===== config.mk =====
export PLATFORM = sky130hd
export DESIGN_NAME = ict_sequencer
export DESIGN_NICKNAME = d
export VERILOG_FILES = /design/src/shared/ict_pkg.sv /design/src/design/ict_table.sv /design/src/design/ict_sequencer.sv
export SDC_FILE = /design/constraint.sdc
export NUM_CORES = 1
export LEC_CHECK = 0
export BUFFER_PORTS_ARGS = -buffer_cell sky130_fd_sc_hd__buf_2
export CAP_MARGIN = 20
export CORE_MARGIN = 2
export CORE_UTILIZATION = 55
export CTS_CLUSTER_SIZE = 12
export DETAILED_ROUTE_END_ITERATION = 10
export PLACE_DENSITY = 0.9
export SLEW_MARGIN = 20
export SYNTH_ARGS = -nofsm -noshare
export SYNTH_HDL_FRONTEND = slang
export SYNTH_HIERARCHICAL = 1
export SYNTH_SLANG_ARGS = --single-unit
export TNS_END_PERCENT = 5

===== constraint.sdc =====
create_clock -name CLK -period 1.99 [get_ports CLK]
set_input_delay 0 -clock CLK [delete_from_list [all_inputs] [get_ports CLK]]
set_output_delay 0 -clock CLK [all_outputs]
set_load 0.005 [all_outputs]

===== src/shared/ict_pkg.sv =====
// instruction cycle timing package: operation codes, timing entries, counts
// assumes: one processor clock, four clocks per bus cycle without waits
package ict_pkg;

  localparam int CLK_MHZ       = 50;
  localparam int BUS_CLKS      = 4;
  localparam int CNT_W         = 12;
  localparam int RW_W          = 8;
  localparam int OP_W          = 6;
  localparam int RESET_CLKS    = 40;
  localparam int RESET_READS   = 6;
  localparam int NREG_W        = 5;

  typedef enum logic [OP_W-1:0] {
    ICT_BIT_INVERT, ICT_BIT_ZERO, ICT_BIT_ONE, ICT_BIT_PROBE,
    ICT_COND_BRANCH, ICT_ALWAYS_BRANCH, ICT_BRANCH_CALL,
    ICT_COUNT_LOOP, ICT_JUMP, ICT_CALL, ICT_ADDR_LOAD, ICT_ADDR_PUSH,
    ICT_MULTI_LOAD, ICT_MULTI_STORE, ICT_EXT_ADD, ICT_EXT_SUB,
    ICT_MEM_COMPARE, ICT_DEC_ADD, ICT_DEC_SUB, ICT_LOGIC_IMM_STATUS,
    ICT_STATUS_LOAD, ICT_CC_LOAD, ICT_STATUS_STORE, ICT_EXT_RESET,
    ICT_EXC_RETURN, ICT_CC_RESTORE_RETURN, ICT_SUB_RETURN,
    ICT_FRAME_ALLOC, ICT_FRAME_FREE, ICT_STOP, ICT_IDLE, ICT_SWAP_HALVES,
    ICT_SIGN_WIDEN, ICT_OVERFLOW_TRAP, ICT_USP_MOVE, ICT_REG_EXCHANGE,
    ICT_BOUNDS_CHECK, ICT_PERIPH_MOVE, ICT_EXC_ADDR_ERR, ICT_EXC_BUS_ERR,
    ICT_EXC_SIMPLE, ICT_EXC_BOUNDS, ICT_EXC_DIV_ZERO, ICT_EXC_INTERRUPT
  } ict_op_t;

  // request: operation plus its variant flags and address-time share
  typedef struct packed {
    ict_op_t          op;
    logic             is_long;
    logic             is_mem;
    logic             is_static;
    logic             alt;
    logic             alt2;
    logic [NREG_W-1:0] nregs;
    logic [CNT_W-1:0] ea_clks;
    logic [RW_W-1:0]  ea_reads;
  } ict_req_t;

  // one timing entry: clocks, reads, writes, address time added
  typedef struct packed {
    logic [CNT_W-1:0] clks;
    logic [RW_W-1:0]  reads;
    logic [RW_W-1:0]  writes;
    logic             add_ea;
  } ict_entry_t;

  typedef enum logic [1:0] {ICT_CYC_NONE, ICT_CYC_READ, ICT_CYC_WRITE}
    ict_cyc_t;

endpackage


===== src/design/ict_table.sv =====
// timing lookup: maps a request to its base clocks, reads and writes
// assumes: purely combinational, request held stable by the caller
`timescale 1ns/1ps
`default_nettype none
module ict_table (
  // request in
  input  wire ict_pkg::ict_req_t   req,
  // timing entry out
  output var  ict_pkg::ict_entry_t ent
);
  import ict_pkg::*;

  function automatic ict_entry_t mk(input int c, input int r, input int w,
                                    input logic a);
    ict_entry_t e;
    e.clks   = CNT_W'(c);
    e.reads  = RW_W'(r);
    e.writes = RW_W'(w);
    e.add_ea = a;
    return e;
  endfunction

  int n;
  always_comb begin
    n   = int'(req.nregs);
    ent = mk(4, 1, 0, 1'b0);
    case (req.op)
      ICT_BIT_INVERT, ICT_BIT_ONE, ICT_BIT_ZERO: begin
        if (req.is_mem) begin
          ent = req.is_static ? mk(12, 2, 1, 1'b1) : mk(8, 1, 1, 1'b1); // RQ2 RQ3
        end else if (req.op == ICT_BIT_ZERO) begin
          ent = req.is_static ? mk(14, 2, 0, 1'b0) : mk(10, 1, 0, 1'b0); // RQ3 RQ5
        end else begin
          ent = req.is_static ? mk(12, 2, 0, 1'b0) : mk(8, 1, 0, 1'b0); // RQ2 RQ5
        end
      end
      ICT_BIT_PROBE: begin
        if (req.is_mem) begin
          ent = req.is_static ? mk(8, 2, 0, 1'b1) : mk(4, 1, 0, 1'b1); // RQ4
        end else begin
          ent = req.is_static ? mk(10, 2, 0, 1'b0) : mk(6, 1, 0, 1'b0); // RQ4
        end
      end
      ICT_COND_BRANCH: begin
        if (req.alt) ent = mk(10, 2, 0, 1'b0); // RQ6
        else if (req.is_long) ent = mk(12, 2, 0, 1'b0); // RQ6
        else ent = mk(8, 1, 0, 1'b0); // RQ6
      end
      ICT_ALWAYS_BRANCH: ent = mk(10, 2, 0, 1'b0); // RQ6
      ICT_BRANCH_CALL:   ent = mk(18, 2, 2, 1'b0); // RQ6
      ICT_COUNT_LOOP: begin
        if (req.alt) ent = mk(12, 2, 0, 1'b0); // RQ7
        else if (req.alt2) ent = mk(14, 3, 0, 1'b0); // RQ7
        else ent = mk(10, 2, 0, 1'b0); // RQ7
      end
      ICT_JUMP: ent = mk(8, 2, 0, 1'b0); // RQ8
      ICT_CALL: ent = req.alt ? mk(20, 3, 2, 1'b0) : mk(16, 2, 2, 1'b0); // RQ8
      ICT_ADDR_LOAD: ent = mk(4, 1, 0, 1'b0); // RQ9
      ICT_ADDR_PUSH: ent = mk(12, 1, 2, 1'b0); // RQ9
      ICT_MULTI_LOAD: ent = req.is_long ? mk(12 + 8 * n, 3 + 2 * n, 0, 1'b0)
                                        : mk(12 + 4 * n, 3 + n, 0, 1'b0); // RQ10
      ICT_MULTI_STORE: ent = req.is_long ? mk(8 + 8 * n, 2, 2 * n, 1'b0)
                                         : mk(8 + 4 * n, 2, n, 1'b0); // RQ11
      ICT_EXT_ADD, ICT_EXT_SUB: begin
        if (req.is_mem) ent = req.is_long ? mk(30, 5, 2, 1'b0)
                                          : mk(18, 3, 1, 1'b0); // RQ13
        else ent = req.is_long ? mk(8, 1, 0, 1'b0) : mk(4, 1, 0, 1'b0); // RQ13
      end
      ICT_MEM_COMPARE: ent = req.is_long ? mk(20, 5, 0, 1'b0)
                                         : mk(12, 3, 0, 1'b0); // RQ14
      ICT_DEC_ADD, ICT_DEC_SUB: ent = req.is_mem ? mk(18, 3, 1, 1'b0)
                                                 : mk(6, 1, 0, 1'b0); // RQ14
      ICT_LOGIC_IMM_STATUS: ent = mk(20, 3, 0, 1'b0); // RQ15
      ICT_STATUS_LOAD:  ent = mk(12, 2, 0, 1'b0); // RQ15
      ICT_CC_LOAD:      ent = mk(12, 1, 0, 1'b0); // RQ15
      ICT_STATUS_STORE: ent = mk(6, 1, 0, 1'b0); // RQ15
      ICT_EXT_RESET:    ent = mk(132, 1, 0, 1'b0); // RQ16
      ICT_EXC_RETURN:   ent = mk(20, 5, 0, 1'b0); // RQ17
      ICT_CC_RESTORE_RETURN: ent = mk(20, 2, 0, 1'b0); // RQ17
      ICT_SUB_RETURN:   ent = mk(16, 4, 0, 1'b0); // RQ17
      ICT_FRAME_ALLOC:  ent = mk(16, 2, 2, 1'b0); // RQ17
      ICT_FRAME_FREE:   ent = mk(12, 3, 0, 1'b0); // RQ17
      ICT_STOP:         ent = mk(4, 0, 0, 1'b0); // RQ18
      ICT_IDLE, ICT_SWAP_HALVES, ICT_SIGN_WIDEN, ICT_OVERFLOW_TRAP,
      ICT_USP_MOVE:     ent = mk(4, 1, 0, 1'b0); // RQ18
      ICT_REG_EXCHANGE: ent = mk(6, 1, 0, 1'b0); // RQ18
      ICT_BOUNDS_CHECK: ent = mk(10, 1, 0, 1'b1); // RQ18
      ICT_PERIPH_MOVE: begin
        if (req.alt) ent = req.is_long ? mk(24, 6, 0, 1'b0)
                                       : mk(16, 4, 0, 1'b0); // RQ19
        else ent = req.is_long ? mk(24, 2, 4, 1'b0)
                               : mk(16, 2, 2, 1'b0); // RQ19
      end
      ICT_EXC_ADDR_ERR, ICT_EXC_BUS_ERR: ent = mk(50, 4, 7, 1'b0); // RQ20
      ICT_EXC_SIMPLE:    ent = mk(34, 4, 3, 1'b0); // RQ20
      ICT_EXC_BOUNDS:    ent = mk(40, 4, 3, 1'b1); // RQ20
      ICT_EXC_DIV_ZERO:  ent = mk(38, 4, 3, 1'b1); // RQ20
      ICT_EXC_INTERRUPT: ent = mk(44, 5, 3, 1'b0); // RQ21
      default: ent = mk(4, 1, 0, 1'b0);
    endcase
  end

endmodule
`default_nettype wire


===== src/design/ict_sequencer.sv =====
// Function
// RQ1: flagged entries add operand address time
// RQ2: bit invert/set: 8 or 12 clocks
// RQ3: bit clear register: 10 or 14 clocks
// RQ4: bit probe: 6/10 register, 4/8 memory
// RQ5: register bit counts are data-mode maxima
// RQ6: branch taken 10, not taken 8/12
// RQ7: loop branch 12, 10 or 14 clocks
// RQ8: jump 8, call 16, long call 20
// RQ9: address load 4, address push 12
// RQ10: multi load 12+4n or 12+8n
// RQ11: multi store 8+4n or 8+8n
// RQ12: index size never changes clock count
// RQ13: extended add/sub 4/8 or 18/30
// RQ14: compare 12/20, decimal 6 or 18
// RQ15: status logic 20, loads 12, store 6
// RQ16: external reset 132 clocks, one read
// RQ17: returns and frame ops fixed counts
// RQ18: stop 4 no bus, short ops listed
// RQ19: peripheral move 16 word, 24 long
// RQ20: exception entry includes stacking and fetch
// RQ21: interrupt entry 44, ack counted four
// RQ22: 40 clocks, six reads after reset release
// RQ23: bus cycle four clocks, waits add
// RQ24: leftover clocks are idle, no bus
//
// instruction cycle sequencer: plays out one operation's bus cycles
// assumes: inputs synchronous to CLK, wait states via BUS_WAIT
`timescale 1ns/1ps
`default_nettype none
module ict_sequencer #(
  parameter int MAX_REGS = 16
) (
  // clock, reset, enable
  input  wire  logic             CLK,
  input  wire  logic             RESET_N,
  input  wire  logic             CLK_EN,
  // start-up release
  input  wire  logic             RELEASED,
  // operation request
  input  wire  logic             REQ_VALID,
  input  wire  ict_pkg::ict_req_t REQ,
  output logic                   REQ_READY,
  // processor bus
  input  wire  logic             BUS_WAIT,
  output logic                   BUS_READ,
  output logic                   BUS_WRITE,
  output logic                   BUS_START,
  // progress
  output logic                   BUSY,
  output logic                   DONE,
  output logic                   FIRST_FETCH,
  output logic [ict_pkg::CNT_W-1:0] CLK_COUNT
);
  import ict_pkg::*;

  if (MAX_REGS < 1 || MAX_REGS > (1 << NREG_W) - 1) begin : g_bad_regs
    $error("MAX_REGS out of range");
  end

  typedef enum {S_RESET, S_STARTUP, S_READY, S_RUN} ict_state_t;

  logic [1:0]       rst_sync;
  logic             rst_n;
  ict_state_t       state;
  logic [CNT_W-1:0] clk_left;
  logic [RW_W-1:0]  rd_left;
  logic [RW_W-1:0]  wr_left;
  logic [1:0]       phase;
  logic             in_cycle;
  logic             cyc_write;
  logic [CNT_W-1:0] elapsed;

  always_ff @(posedge CLK or negedge RESET_N) begin
    if (!RESET_N) rst_sync <= 2'h0;
    else rst_sync <= {rst_sync[0], 1'b1};
  end
  assign rst_n = rst_sync[1];

  ict_req_t   req_clip;
  ict_entry_t ent;
  always_comb begin
    req_clip = REQ;
    if (int'(REQ.nregs) > MAX_REGS) req_clip.nregs = NREG_W'(MAX_REGS);
  end

  // index size is not an input: it cannot alter the count
  ict_table u_table ( // RQ12
    .req (req_clip),
    .ent (ent)
  );

  wire [CNT_W-1:0] tot_clks  = ent.add_ea ? ent.clks + REQ.ea_clks
                                          : ent.clks; // RQ1
  wire [RW_W-1:0]  tot_reads = ent.add_ea ? ent.reads + REQ.ea_reads
                                          : ent.reads; // RQ1
  wire accept   = (state == S_READY) && REQ_VALID;
  wire bus_idle = !in_cycle;
  wire cyc_end  = in_cycle && (phase == 2'(BUS_CLKS - 1)) && !BUS_WAIT; // RQ23
  // reads go first, then writes; a cycle starts whenever the bus is free and one is owed
  wire need_rd  = rd_left != '0;
  wire need_wr  = wr_left != '0;
  // a wait state freezes both the bus phase and the clock budget
  wire stall    = in_cycle && BUS_WAIT; // RQ23
  // first cycle starts on the accept edge, so bus time fits the total
  wire st_rd    = (state == S_READY) ? (tot_reads != '0) : need_rd;
  wire st_wr    = (state == S_READY) ? (ent.writes != '0) : need_wr;
  wire bus_free = (state == S_READY) ? accept
                : (state != S_RESET) && (bus_idle || cyc_end);
  wire start_ok = bus_free && (st_rd || st_wr); // RQ24
  wire last_clk = (state != S_READY) && (state != S_RESET) &&
                  (clk_left <= CNT_W'(1)) && !need_rd && !need_wr &&
                  (bus_idle || cyc_end);

  always_ff @(posedge CLK or negedge rst_n) begin
    if (!rst_n) begin
      state     <= S_RESET;
      clk_left  <= '0;
      rd_left   <= '0;
      wr_left   <= '0;
      phase     <= 2'h0;
      in_cycle  <= 1'b0;
      cyc_write <= 1'b0;
      elapsed   <= '0;
      DONE      <= 1'b0;
      FIRST_FETCH <= 1'b0;
    end else if (CLK_EN) begin
      DONE        <= 1'b0;
      FIRST_FETCH <= 1'b0;
      case (state)
        S_RESET: begin
          if (RELEASED) begin
            state    <= S_STARTUP;
            clk_left <= CNT_W'(RESET_CLKS); // RQ22
            rd_left  <= RW_W'(RESET_READS); // RQ22
            wr_left  <= '0;
            elapsed  <= '0;
          end
        end
        S_READY: begin
          if (accept) begin
            state    <= S_RUN;
            clk_left <= tot_clks;
            rd_left  <= tot_reads;
            wr_left  <= ent.writes;
            elapsed  <= '0;
            if (start_ok) begin
              in_cycle  <= 1'b1;
              cyc_write <= !st_rd;
              phase     <= 2'h0;
              if (st_rd) rd_left <= tot_reads - RW_W'(1);
              else wr_left <= ent.writes - RW_W'(1);
            end
          end
        end
        default: begin
          elapsed <= elapsed + CNT_W'(1);
          if (clk_left != '0 && !stall) clk_left <= clk_left - CNT_W'(1);
          if (start_ok) begin
            in_cycle  <= 1'b1;
            cyc_write <= !need_rd;
            phase     <= 2'h0;
            if (need_rd) rd_left <= rd_left - RW_W'(1);
            else wr_left <= wr_left - RW_W'(1);
          end else if (cyc_end) begin
            in_cycle <= 1'b0;
            phase    <= 2'h0;
          end else if (in_cycle && !BUS_WAIT) begin
            phase <= phase + 2'h1;
          end
          if (last_clk) begin
            if (state == S_STARTUP) FIRST_FETCH <= 1'b1; // RQ22
            DONE  <= 1'b1;
            state <= S_READY;
          end
        end
      endcase
    end
  end

  // outputs registered from the state above
  always_ff @(posedge CLK or negedge rst_n) begin
    if (!rst_n) begin
      BUS_READ  <= 1'b0;
      BUS_WRITE <= 1'b0;
      BUS_START <= 1'b0;
      BUSY      <= 1'b0;
      REQ_READY <= 1'b0;
      CLK_COUNT <= '0;
    end else if (CLK_EN) begin
      BUS_START <= start_ok;
      BUS_READ  <= (start_ok && st_rd) ||
                   (in_cycle && !cyc_end && !cyc_write);
      BUS_WRITE <= (start_ok && !st_rd) ||
                   (in_cycle && !cyc_end && cyc_write);
      BUSY      <= !((state == S_READY && !accept) ||
                     (state == S_RESET && !RELEASED) || last_clk);
      REQ_READY <= (state == S_READY && !accept) ||
                   (state != S_READY && state != S_RESET && last_clk);
      CLK_COUNT <= (state == S_READY) ? CLK_COUNT : elapsed + CNT_W'(1);
    end
  end

  property p_stop_no_bus;
    @(posedge CLK) disable iff (!rst_n)
      (accept && CLK_EN && REQ.op == ICT_STOP) |-> ##1 !BUS_START [*4];
  endproperty
  a_stop_no_bus: assert property (p_stop_no_bus) // RQ18
    else $error("stop started a bus cycle");

  property p_startup_reads;
    @(posedge CLK) disable iff (!rst_n)
      (state == S_RESET && RELEASED && CLK_EN) |=> rd_left == RW_W'(6);
  endproperty
  a_startup_reads: assert property (p_startup_reads) // RQ22
    else $error("startup read count wrong");

  property p_cycle_len;
    @(posedge CLK) disable iff (!rst_n)
      (start_ok && CLK_EN && state != S_RESET && !BUS_WAIT)
        |=> in_cycle [*3];
  endproperty
  a_cycle_len: assert property (p_cycle_len) // RQ23
    else $error("bus cycle shorter than four clocks");

  property p_idle_no_start;
    @(posedge CLK) disable iff (!rst_n)
      (state == S_RUN && !need_rd && !need_wr) |-> !start_ok;
  endproperty
  a_idle_no_start: assert property (p_idle_no_start) // RQ24
    else $error("bus cycle started with none owed");

  property p_stop_len;
    @(posedge CLK) disable iff (!rst_n)
      (accept && CLK_EN && REQ.op == ICT_STOP) |-> ##5 DONE;
  endproperty
  a_stop_len: assert property (p_stop_len) // RQ18
    else $error("stop did not end after four clocks");

  property p_startup_len;
    @(posedge CLK) disable iff (!rst_n)
      (state == S_STARTUP && last_clk && CLK_EN)
        |-> (elapsed == CNT_W'(RESET_CLKS - 1)) && (rd_left == '0);
  endproperty
  a_startup_len: assert property (p_startup_len) // RQ22
    else $error("startup length or reads wrong");

endmodule
`default_nettype wire


==> flow_summary_export.csv, run 1 <==
group,metric,value,unit
finish,final_nets,1173,
grt,first_global_vias,8127,
pwr,power_leakage,4.32,nW
pwr,pwr-share-clk,0.219,
grt,grt_antenna_before_repair,0,
finish,antenna_cells,0,
detailed_routing,avgViaCountPerCell,7.10,
worst_setup_path,worstReg2RegStart,"state[0]",
detailed_routing,wl,29.0,mm
clock_network,numCtsBuffers,9,
die,io_pins,61,
sta,clock.fmax,251,MHz
outcome,violations,"negative setup slack",
clock_network,htree_levels,3,
min_path,worstHoldPathCells,4,
worst_setup_path,r2r-end,"wr_left[2]",
clock_network,cts_root_buf,"clkbuf_16",
clock_network,cts_sinks,67,
worst_setup_path,endpoint_kind,"register",
sta,skew,0.0115,ns
pwr,p_sw,3.46,mW
min_path,hold-path-endpoint,"clk_left[9]",
place,place_area,8430,um2
synth,netlist_area,6460,um2
synth,ys_ff_latch,67,
pwr,fin_total_pwr,8.27,mW
min_path,hold_class,"input pin to register",
min_path,hp-start,"REQ[17]",
clock_network,clk_path_buf_depth,2,
sta,fin_ws,-1.99,ns
grt,grt_max_degree,66,
place,pre_cts_ws,-2.00,ns
worst_setup_path,crit_family,"compound AO/OA/AOI/OAI gates",
clock_network,cts_tree,"yes",
synth,synth.avg_cell_area,7.75,um2
pwr,swShare,0.418,
grt,grt_pass1_wl,40.4,mm
place,placement.io_buffers,60,
finish,post-route-util,0.823,
worst_setup_path,reg2reg_slack,-0.90,ns
synth,ys.flop_type,"dfrtp_1",
sta,hold_slack,0.160,ns
worst_setup_path,slowest_delay,0.56,ns
detailed_routing,num_vias,8828,
grt,track_usage,0.394,
outcome,outcome,"finished with violations",
synth,synth_compound_area_frac,0.260,
pwr,p_per_area,880,nW/um2
finish,syn_to_final_growth,45.5,%
pwr,power_frac_comb,0.514,
finish,final_cells,1243,
worst_setup_path,critical_path_class,"input pin to register",
synth,ys_warn_count,6,
die,die-width,112,um
worst_setup_path,crit_fanout,8,
synth,async_flop_share,1.00,
synth,synth_top_family_by_area,"simple AND/OR/NAND/NOR gates",
synth,synth_xor_area_frac,0.0488,
clock_network,clk_latency,0.35,ns
clock_network,path_clk_slew,0.06,ns
detailed_routing,wl_per_cell,23.3,um
run,maxCapViolations,0,
die,initial_core_util,0.566,
sta,setup_tns,-49.71,ns
worst_setup_path,worstSetupStartpointType,"input pin",
place,gp_congestion,1.03,
worst_setup_path,cp_slowest_cell,"or4_4",
die,core-area,11400,um2
pwr,peakVddDrop,1.01,mV
detailed_routing,drtAntennaViolNets,0,
synth,synthMuxAreaShare,0.0372,
place,place_inst,1208,
synth,yosysUniqueCellTypes,84,
worst_setup_path,cp_data_required_time,2.18,ns
worst_setup_path,ff2ff_path_depth,12,
worst_setup_path,critical_path.cell_chain,"buf_12 -> nor2b_4 -> o21ba_4 -> nor3_2 -> a211o_1 -> or4_4 -> ha_4 -> fa_2 -> a211oi_2 -> o21bai_1 -> o211a_1 -> a221oi_4 -> buf_4 -> nand2_2 -> nor4_4 -> buf_4 -> o2111ai_1 -> xor2_1 -> o21ai_1",
sta,hold_violations,0,
synth,yosys.area_share.adder,0.0720,
sta,maxSlewHeadroom,0.517,
grt,grt-ovfl-total,0,
detailed_routing,drc,0,
finish,drive_gt1_frac,0.383,
sta,period_share,2.00,
die,die_y,112,um
sta,rsz0062_at_grt,"true",
sta,drv_slew,0,
place,hpwl,16.4,mm
pwr,pwr-share-seq,0.268,
die,std_cell_rows,39,
finish,final_cell_area,9400,um2
sta,setup_violations,44,
worst_setup_path,arrival,4.17,ns
synth,synth_edf_count,0,
pwr,p_int,4.82,mW
detailed_routing,dr.first_iter.drc_count,1725,
synth,ys_seq_area_frac,0.259,
detailed_routing,drtPass1Iterations,7,
finish,fillers,557,
synth,postSynthCellCount,834,
die,dieArea,12600,um2
sta,tightest_slew,0.718,ns
synth,synth_simple_gate_area_frac,0.263,
worst_setup_path,crit_top_cell,"buf_4",
sta,fin_crit,3.98,ns
worst_setup_path,critPathBufInv,3,
[cells by family after synthesis]
kind of cell	after synthesis
other	2
buffers and inverters	87
AO/OA/AOI/OAI	248
XOR/XNOR	36
adder cells (fa/ha/maj)	36
multiplexers	23
AND/OR/NAND/NOR	335
flip-flops	67
[layer usage]
layer	routed length (um)	global-route usage
met5	0	0
met4	2770	0.263
met3	3460	0.0832
met2	13400	0.663
met1	9340	0.453
[power groups by stage]
| stage | registers [mW] | logic, mW | clock network, mW |
|---|---|---|---|
| 6_report | 2.22 | 4.25 | 1.81 |
| 5_1_grt | 2.23 | 4.42 | 1.84 |
| 4_1_cts | 2.15 | 3.59 | 1.76 |
| 3_5_place_dp | 2.14 | 3.36 | 0 |
| 3_3_place_gp | 2.10 | 3.15 | 0 |
| 2_1_floorplan | 2.16 | 1.84 | 0 |
[final cells by class]
class	count	area [um2]	share of cell area
multi-input cells	686	4910	0.522
repair buffers	295	2170	0.231
flip-flops and latches	67	1680	0.179
clock buffers	9	225	0.0240
well taps	143	179	0.0190
inverters	36	139	0.0148
clock inverters	7	98.8	0.0105
[how the worst max path moves through the flow]
stage,start,end,slack (ns),cells after the start
4_1_cts,REQ[24],wr_left[7],-1.57,19
3_5_place_dp,REQ[32],wr_left[2],-2.00,18
5_1_grt,REQ[31],wr_left[4],-2.10,19
2_1_floorplan,REQ[34],wr_left[1],-1.66,17
6_report,REQ[35],wr_left[4],-1.99,19
3_3_place_gp,REQ[31],cyc_write,-1.80,17
[worst reg2reg max path, cell delays in order, from the launching register on]
cell        delay, ns
dfrtp_2          0.46
nand2b_1         0.36
nor4b_4          0.12
buf_4            0.16
a221oi_2         0.32
buf_4            0.21
clkinvlp_4       0.09
nor4_4           0.31
buf_4            0.21
buf_4            0.12
nand2_1          0.06
xor2_1           0.21
o21ai_1          0.12
[layout by cell type, fill, tap and decap left out, drive strengths merged, types with 8 or more instances in the layout]
master,count
nand2b,19
nor3,33
o21ai,83
a22o,11
buf,293
ha,34
and3,8
conb,8
xor2,19
mux2,8
inv,36
nand2,98
xnor2,17
nand3,20
a21oi,50
dfrtp,67
mux2i,15
nor2,80
nor4,11
nor2b,19
clkbuf,9
[flip-flops by register name (all words and copies together) (netlist names), 2 cells and up]
signal     count
CLK_COUNT     12
clk_left      12
elapsed       12
phase          2
rd_left        8
rst_sync       2
state          2
wr_left        8
[synth_stat cells (all sizes together) (6+ instances only)]
| cell type | count | area share |
|---|---|---|
| xor2 | 19 | 0.026 |
| nand4 | 7 | 0.0077 |
| xnor2 | 17 | 0.023 |
| and2 | 6 | 0.0058 |
| a31oi | 6 | 0.0068 |
| dfrtp | 67 | 0.26 |
| nand3 | 20 | 0.015 |
| mux2i | 15 | 0.023 |
| a32oi | 7 | 0.0095 |
| o31ai | 7 | 0.0081 |
| nand2 | 98 | 0.057 |
| a22o | 11 | 0.015 |
| nor2 | 80 | 0.048 |
| nor3 | 33 | 0.027 |
| buf | 28 | 0.024 |
| nand2b | 19 | 0.018 |
| or4 | 7 | 0.0093 |
| or3 | 7 | 0.0068 |
| a22oi | 6 | 0.0070 |
| nor3b | 7 | 0.0089 |
| mux2 | 8 | 0.014 |
| a21o | 6 | 0.0070 |
| nor4 | 11 | 0.015 |
| ha | 34 | 0.066 |
| inv | 35 | 0.020 |
| o21ai | 83 | 0.064 |
| a21oi | 50 | 0.039 |
| and3 | 8 | 0.0077 |
| nor2b | 19 | 0.018 |
| clkbuf | 23 | 0.013 |
[timing repair]
action                     in CTS  in global routing
gates resized for setup        61                 70
setup endpoints to repair      52                 53
buffers inserted                5                 12
hold endpoints to repair        2                  0
pin swaps                      24                 23
hold buffers                    2                  0
No activity file was read; power rests on OpenSTA's default activity.
==> run 2, diff against run 1 <==
PLACE_DENSITY = 0.83   (was 0.9)
==> flow_summary_export.csv, run 2 (synthesis results as in run 1) <==
group,metric,value,unit
pwr,p_sw,2.98,mW
finish,reg_top3,"CLK_COUNT: 12 flops, clk_left: 12 flops, elapsed: 12 flops",
clock_network,htree_levels,3,
sta,hold_violations,0,
grt,grt_max_degree,54,
sta,skew,0.00945,ns
sta,clock.fmax,284,MHz
outcome,outcome,"finished with violations",
clock_network,clk_path_buf_depth,2,
finish,antenna_cells,0,
finish,mostFrequentLayoutCell,"buf_4",
sta,fin_ws,-1.53,ns
clock_network,clk_latency,0.34,ns
finish,fillers,665,
detailed_routing,wl_per_cell,18.8,um
detailed_routing,drtPass1Iterations,6,
place,place_area,8540,um2
die,die_y,112,um
clock_network,cts_tree,"yes",
outcome,violations,"negative setup slack",
finish,final_cell_mix,"233 x buf_4, 90 x nand2_1, 74 x nor2_1",
clock_network,path_clk_slew,0.05,ns
clock_network,cts_sinks,67,
grt,grt_antenna_before_repair,0,
die,die-width,112,um
detailed_routing,drc,0,
die,dieArea,12600,um2
clock_network,numCtsBuffers,9,
worst_setup_path,crit_fanout,8,
die,core-area,11400,um2
run,maxCapViolations,0,
detailed_routing,dr.first_iter.drc_count,983,
pwr,pwr-share-seq,0.290,
detailed_routing,drtAntennaViolNets,0,
pwr,peakVddDrop,0.983,mV
place,placement.io_buffers,60,
detailed_routing,avgViaCountPerCell,6.33,
sta,period_share,1.77,
grt,grt-ovfl-total,0,
grt,first_global_vias,7863,
finish,syn_to_final_growth,42.9,%
pwr,power_frac_comb,0.497,
worst_setup_path,endpoint_kind,"register",
die,std_cell_rows,39,
sta,setup_violations,41,
pwr,pwr-share-clk,0.213,
finish,seqCellArea,1680,um2
detailed_routing,wl,23.5,mm
sta,drv_slew,0,
grt,grt_pass1_wl,37.6,mm
worst_setup_path,critical_path_class,"input pin to register",
place,gp_congestion,1.03,
min_path,hold_class,"input pin to register",
sta,fin_crit,3.52,ns
pwr,p_int,4.63,mW
finish,final_cell_area,9230,um2
worst_setup_path,worstSetupStartpointType,"input pin",
sta,rsz0062_at_grt,"true",
place,pre_cts_ws,-1.93,ns
grt,track_usage,0.366,
die,io_pins,61,
pwr,power_leakage,4.25,nW
worst_setup_path,arrival,3.77,ns
pwr,swShare,0.391,
sta,maxSlewHeadroom,0.624,
finish,multi_input_area,4770,um2
sta,tightest_slew,0.563,ns
finish,drive_gt1_frac,0.365,
finish,final_nets,1175,
place,hpwl,15.8,mm
clock_network,cts_root_buf,"clkbuf_16",
die,initial_core_util,0.566,
pwr,p_per_area,824,nW/um2
worst_setup_path,cp_data_required_time,2.24,ns
detailed_routing,num_vias,7875,
run 2: changes by cell type in the layout (fill, tap and decap cells not counted), sizes merged:
cell,before,now
clkinvlp,2,1
clkbuf,9,12
buf,293,295
inv,36,35
bufinv,2,1
run 2: per-layer routing:
layer	GRT usage	share of wire
met1	0.434	0.37
met2	0.629	0.49
met3	0.0589	0.072
met4	0.211	0.063
met5	0	0
run 2: critical path, stage by stage:
cell and delay (ns):
buf_8 0.09, buf_4 0.16, nor2b_4 0.06, nand3_1 0.10, o221ai_2 0.11, a211o_1 0.25, or4_4 0.56, ha_4 0.20
fa_2 0.40, a211oi_2 0.24, o21bai_1 0.10, o211a_1 0.17, a221oi_4 0.30, nand2_2 0.13, nor4_4 0.23, buf_6 0.18
nor3_4 0.04, mux2_2 0.28, a21oi_2 0.18
run 2: final timing paths:
check	slack [ns]	to	cells past startpoint	from
worst max-delay path	-1.53	rd_left[1]	19	REQ[32]
worst max register to register	-0.70	wr_left[2]	10	phase[1]
min in group asynchronous	0.17	clk_left[11]	0	rst_sync[1]
worst min register to register	0.17	clk_left[11]	0	rst_sync[1]
worst min-delay path	0.08	phase[0]	4	BUS_WAIT
max in group asynchronous	1.21	state[0]	1	rst_sync[1]
run 2: layout make-up:
class	instances	share of cell area
Multi-Input combinational cell	686	0.516
Sequential cell	67	0.182
Tap cell	143	0.0194
Clock buffer	12	0.0267
Timing Repair Buffer	297	0.236
Inverter	36	0.0146
Clock inverter	4	0.00556
run 2: power by group through the flow:
stage	clock network (mW)	logic [mW]	registers, mW
after floorplan	0	1.84	2.16
after global placement	0	3.20	2.12
after detailed placement	0	3.34	2.16
after CTS	1.60	3.55	2.16
after global routing	1.67	4.11	2.24
final	1.62	3.78	2.21
run 2: per-stage QoR:
stage	cells	power, mW	TNS [ns]	util	hold slack, ns
after detailed placement	1221	5.50	-57.51	0.748	-0.213
after CTS	1242	7.31	-40.67	0.797	0.0814
after floorplan	840	4.00	-46.36	-	-0.296
final	1245	7.61	-43.68	0.809	0.0798
after global placement	1221	5.31	-53.65	0.748	-0.215
after global routing	1245	8.02	-50.34	0.809	0.106
run 2: timing repair:
action                                  4_1_cts  5_1_grt
buffers inserted                              3        3
pin swaps                                    17        9
hold buffers                                  2        0
resized for setup                            60       31
endpoints found under the setup margin       49       50
endpoints found under the hold margin         2        0
==> run 3, diff against run 2 <==
CELL_PAD_IN_SITES_DETAIL_PLACEMENT = 1   (was not set)
CELL_PAD_IN_SITES_GLOBAL_PLACEMENT = 1   (was not set)
CORE_UTILIZATION = 41   (was 55)
==> flow_summary_export.csv, run 3 (synthesis results as in run 1) <==
group,metric,value,unit
finish,antenna_cells,0,
worst_setup_path,worstReg2RegStart,"clk_left[10]",
clock_network,clk_latency,0.36,ns
detailed_routing,dr.first_iter.drc_count,1002,
worst_setup_path,critical_path_class,"input pin to register",
worst_setup_path,cp_data_required_time,2.28,ns
grt,grt-ovfl-total,0,
pwr,swShare,0.438,
die,die-width,130,um
sta,skew,0.0195,ns
worst_setup_path,cp_slowest_cell,"o41a_1",
worst_setup_path,reg2reg_slack,-0.74,ns
sta,drv_slew,0,
clock_network,clk_path_buf_depth,2,
outcome,outcome,"finished with violations",
finish,drive_gt1_frac,0.402,
place,pre_cts_ws,-2.05,ns
outcome,violations,"negative setup slack",
die,initial_core_util,0.422,
place,placement.io_buffers,60,
pwr,p_int,5.00,mW
detailed_routing,num_vias,9143,
sta,fin_crit,4.04,ns
place,place_area,8690,um2
worst_setup_path,r2r-end,"clk_left[11]",
detailed_routing,drtAntennaViolNets,0,
die,core-area,15300,um2
clock_network,cts_tree,"yes",
worst_setup_path,worstSetupStartpointType,"input pin",
sta,period_share,2.03,
finish,final_cells,1333,
pwr,peakVddDrop,0.527,mV
worst_setup_path,critical_path.cell_chain,"buf_4 -> buf_4 -> buf_4 -> and2_1 -> a22oi_1 -> nor3_1 -> or4_4 -> ha_4 -> fa_2 -> a211oi_4 -> o21bai_1 -> o211a_1 -> a221oi_4 -> buf_6 -> nand3b_4 -> o41a_1 -> and3_4 -> o221ai_4 -> a32o_1",
sta,setup_tns,-57.34,ns
sta,maxSlewHeadroom,0.525,
die,die_y,130,um
finish,reg_top3,"CLK_COUNT: 12 flops, clk_left: 12 flops, elapsed: 12 flops",
detailed_routing,wl_per_cell,29.3,um
die,dieArea,16800,um2
detailed_routing,drtPass1Iterations,6,
place,hpwl,20.6,mm
grt,grt_max_degree,42,
detailed_routing,avgViaCountPerCell,6.86,
sta,rsz0062_at_grt,"true",
finish,final_cell_mix,"248 x buf_4, 91 x nand2_1, 73 x nor2_1",
pwr,p_per_area,914,nW/um2
worst_setup_path,crit_family,"compound AO/OA/AOI/OAI gates",
die,io_pins,61,
sta,fin_ws,-2.05,ns
grt,grt_pass1_wl,50.7,mm
min_path,hp-start,"BUS_WAIT",
run,maxCapViolations,0,
worst_setup_path,ff2ff_path_depth,8,
sta,hold_slack,0.107,ns
finish,fillers,1839,
sta,setup_violations,44,
worst_setup_path,arrival,4.32,ns
finish,final_cell_area,9730,um2
worst_setup_path,critPathBufInv,4,
worst_setup_path,endpoint_kind,"register",
worst_setup_path,slowest_delay,0.49,ns
clock_network,cts_root_buf,"clkbuf_16",
min_path,hold_class,"input pin to register",
pwr,p_sw,3.89,mW
sta,tightest_slew,0.712,ns
sta,clock.fmax,248,MHz
finish,syn_to_final_growth,50.5,%
die,std_cell_rows,45,
clock_network,numCtsBuffers,9,
pwr,power_leakage,4.42,nW
pwr,pwr-share-clk,0.219,
clock_network,cts_sinks,67,
place,gp_congestion,0.950,
detailed_routing,drc,0,
min_path,worstHoldPathCells,4,
clock_network,htree_levels,3,
worst_setup_path,crit_top_cell,"buf_4",
place,place_inst,1299,
worst_setup_path,crit_fanout,6,
finish,final_nets,1195,
clock_network,path_clk_slew,0.07,ns
detailed_routing,wl,39.1,mm
finish,mostFrequentLayoutCell,"buf_4",
grt,first_global_vias,9264,
min_path,hold-path-endpoint,"phase[0]",
grt,track_usage,0.393,
pwr,pwr-share-seq,0.260,
pwr,power_frac_comb,0.521,
grt,grt_antenna_before_repair,0,
sta,hold_violations,0,
[run 3: cell count changes in the layout (fill, tap and decap cells not counted), moves of 3 or more]
cell and delta:
nand2b_1 -3, buf_4 +15, mux2i_1 -3, o21ai_2 +4
a21oi_1 -4, buf_6 +7
[run 3: stage by stage]
stage	utilization	power (mW)
floorplan	-	4.00
global placement	0.567	5.39
detailed placement	0.567	5.77
CTS	0.612	7.94
global route	0.635	9.13
finish	0.635	8.89
[run 3: power groups by stage]
| stage | logic [mW] | registers [mW] | clock network [mW] |
|---|---|---|---|
| CTS | 3.85 | 2.20 | 1.89 |
| finish | 4.63 | 2.32 | 1.95 |
| global route | 4.82 | 2.33 | 1.98 |
| detailed placement | 3.57 | 2.20 | 0 |
| global placement | 3.26 | 2.13 | 0 |
| floorplan | 1.84 | 2.16 | 0 |
[run 3: worst max-delay path by stage]
stage,from,end,depth (start not counted)
5_1_grt,REQ[24],wr_left[1],20
3_3_place_gp,REQ[31],wr_left[1],17
6_report,REQ[30],phase[1],19
3_5_place_dp,REQ[35],wr_left[3],18
2_1_floorplan,REQ[34],wr_left[1],17
4_1_cts,REQ[24],phase[0],19
[run 3: final cells by class]
cell class | instances | area (um2) | share of cell area
clock buffer | 10 | 229 | 0.0235
clock inverter | 6 | 113 | 0.0116
inverter | 36 | 135 | 0.0139
multi-input combinational | 686 | 4970 | 0.511
sequential | 67 | 1680 | 0.173
tap | 211 | 264 | 0.0271
timing repair buffer | 317 | 2340 | 0.240
[run 3: tightest hold or removal path, stage by stage]
cell	delay (ns)
buf_2	0.10
buf_4	0.12
or4_1	0.13
o2bb2ai_2	0.06
[run 3: what timing repair did]
| action | 4_1_cts | 5_1_grt |
|---|---|---|
| resized for setup | 68 | 74 |
| pin swaps | 23 | 21 |
| buffers inserted | 11 | 6 |
| endpoints found under the hold margin | 2 | 0 |
| hold buffers | 2 | 0 |
| endpoints found under the setup margin | 51 | 50 |
| gates cloned | 0 | 0 |
[run 3: routing by layer]
| metal | wire length [um] | GRT usage | vias up |
|---|---|---|---|
| met4 | 4170 | 0.298 | 0 |
| li1 | - | - | 3598 |
| met5 | 0 | 0 | - |
| met2 | 18100 | 0.688 | 847 |
| met3 | 3630 | 0.0735 | 392 |
| met1 | 13200 | 0.419 | 4306 |
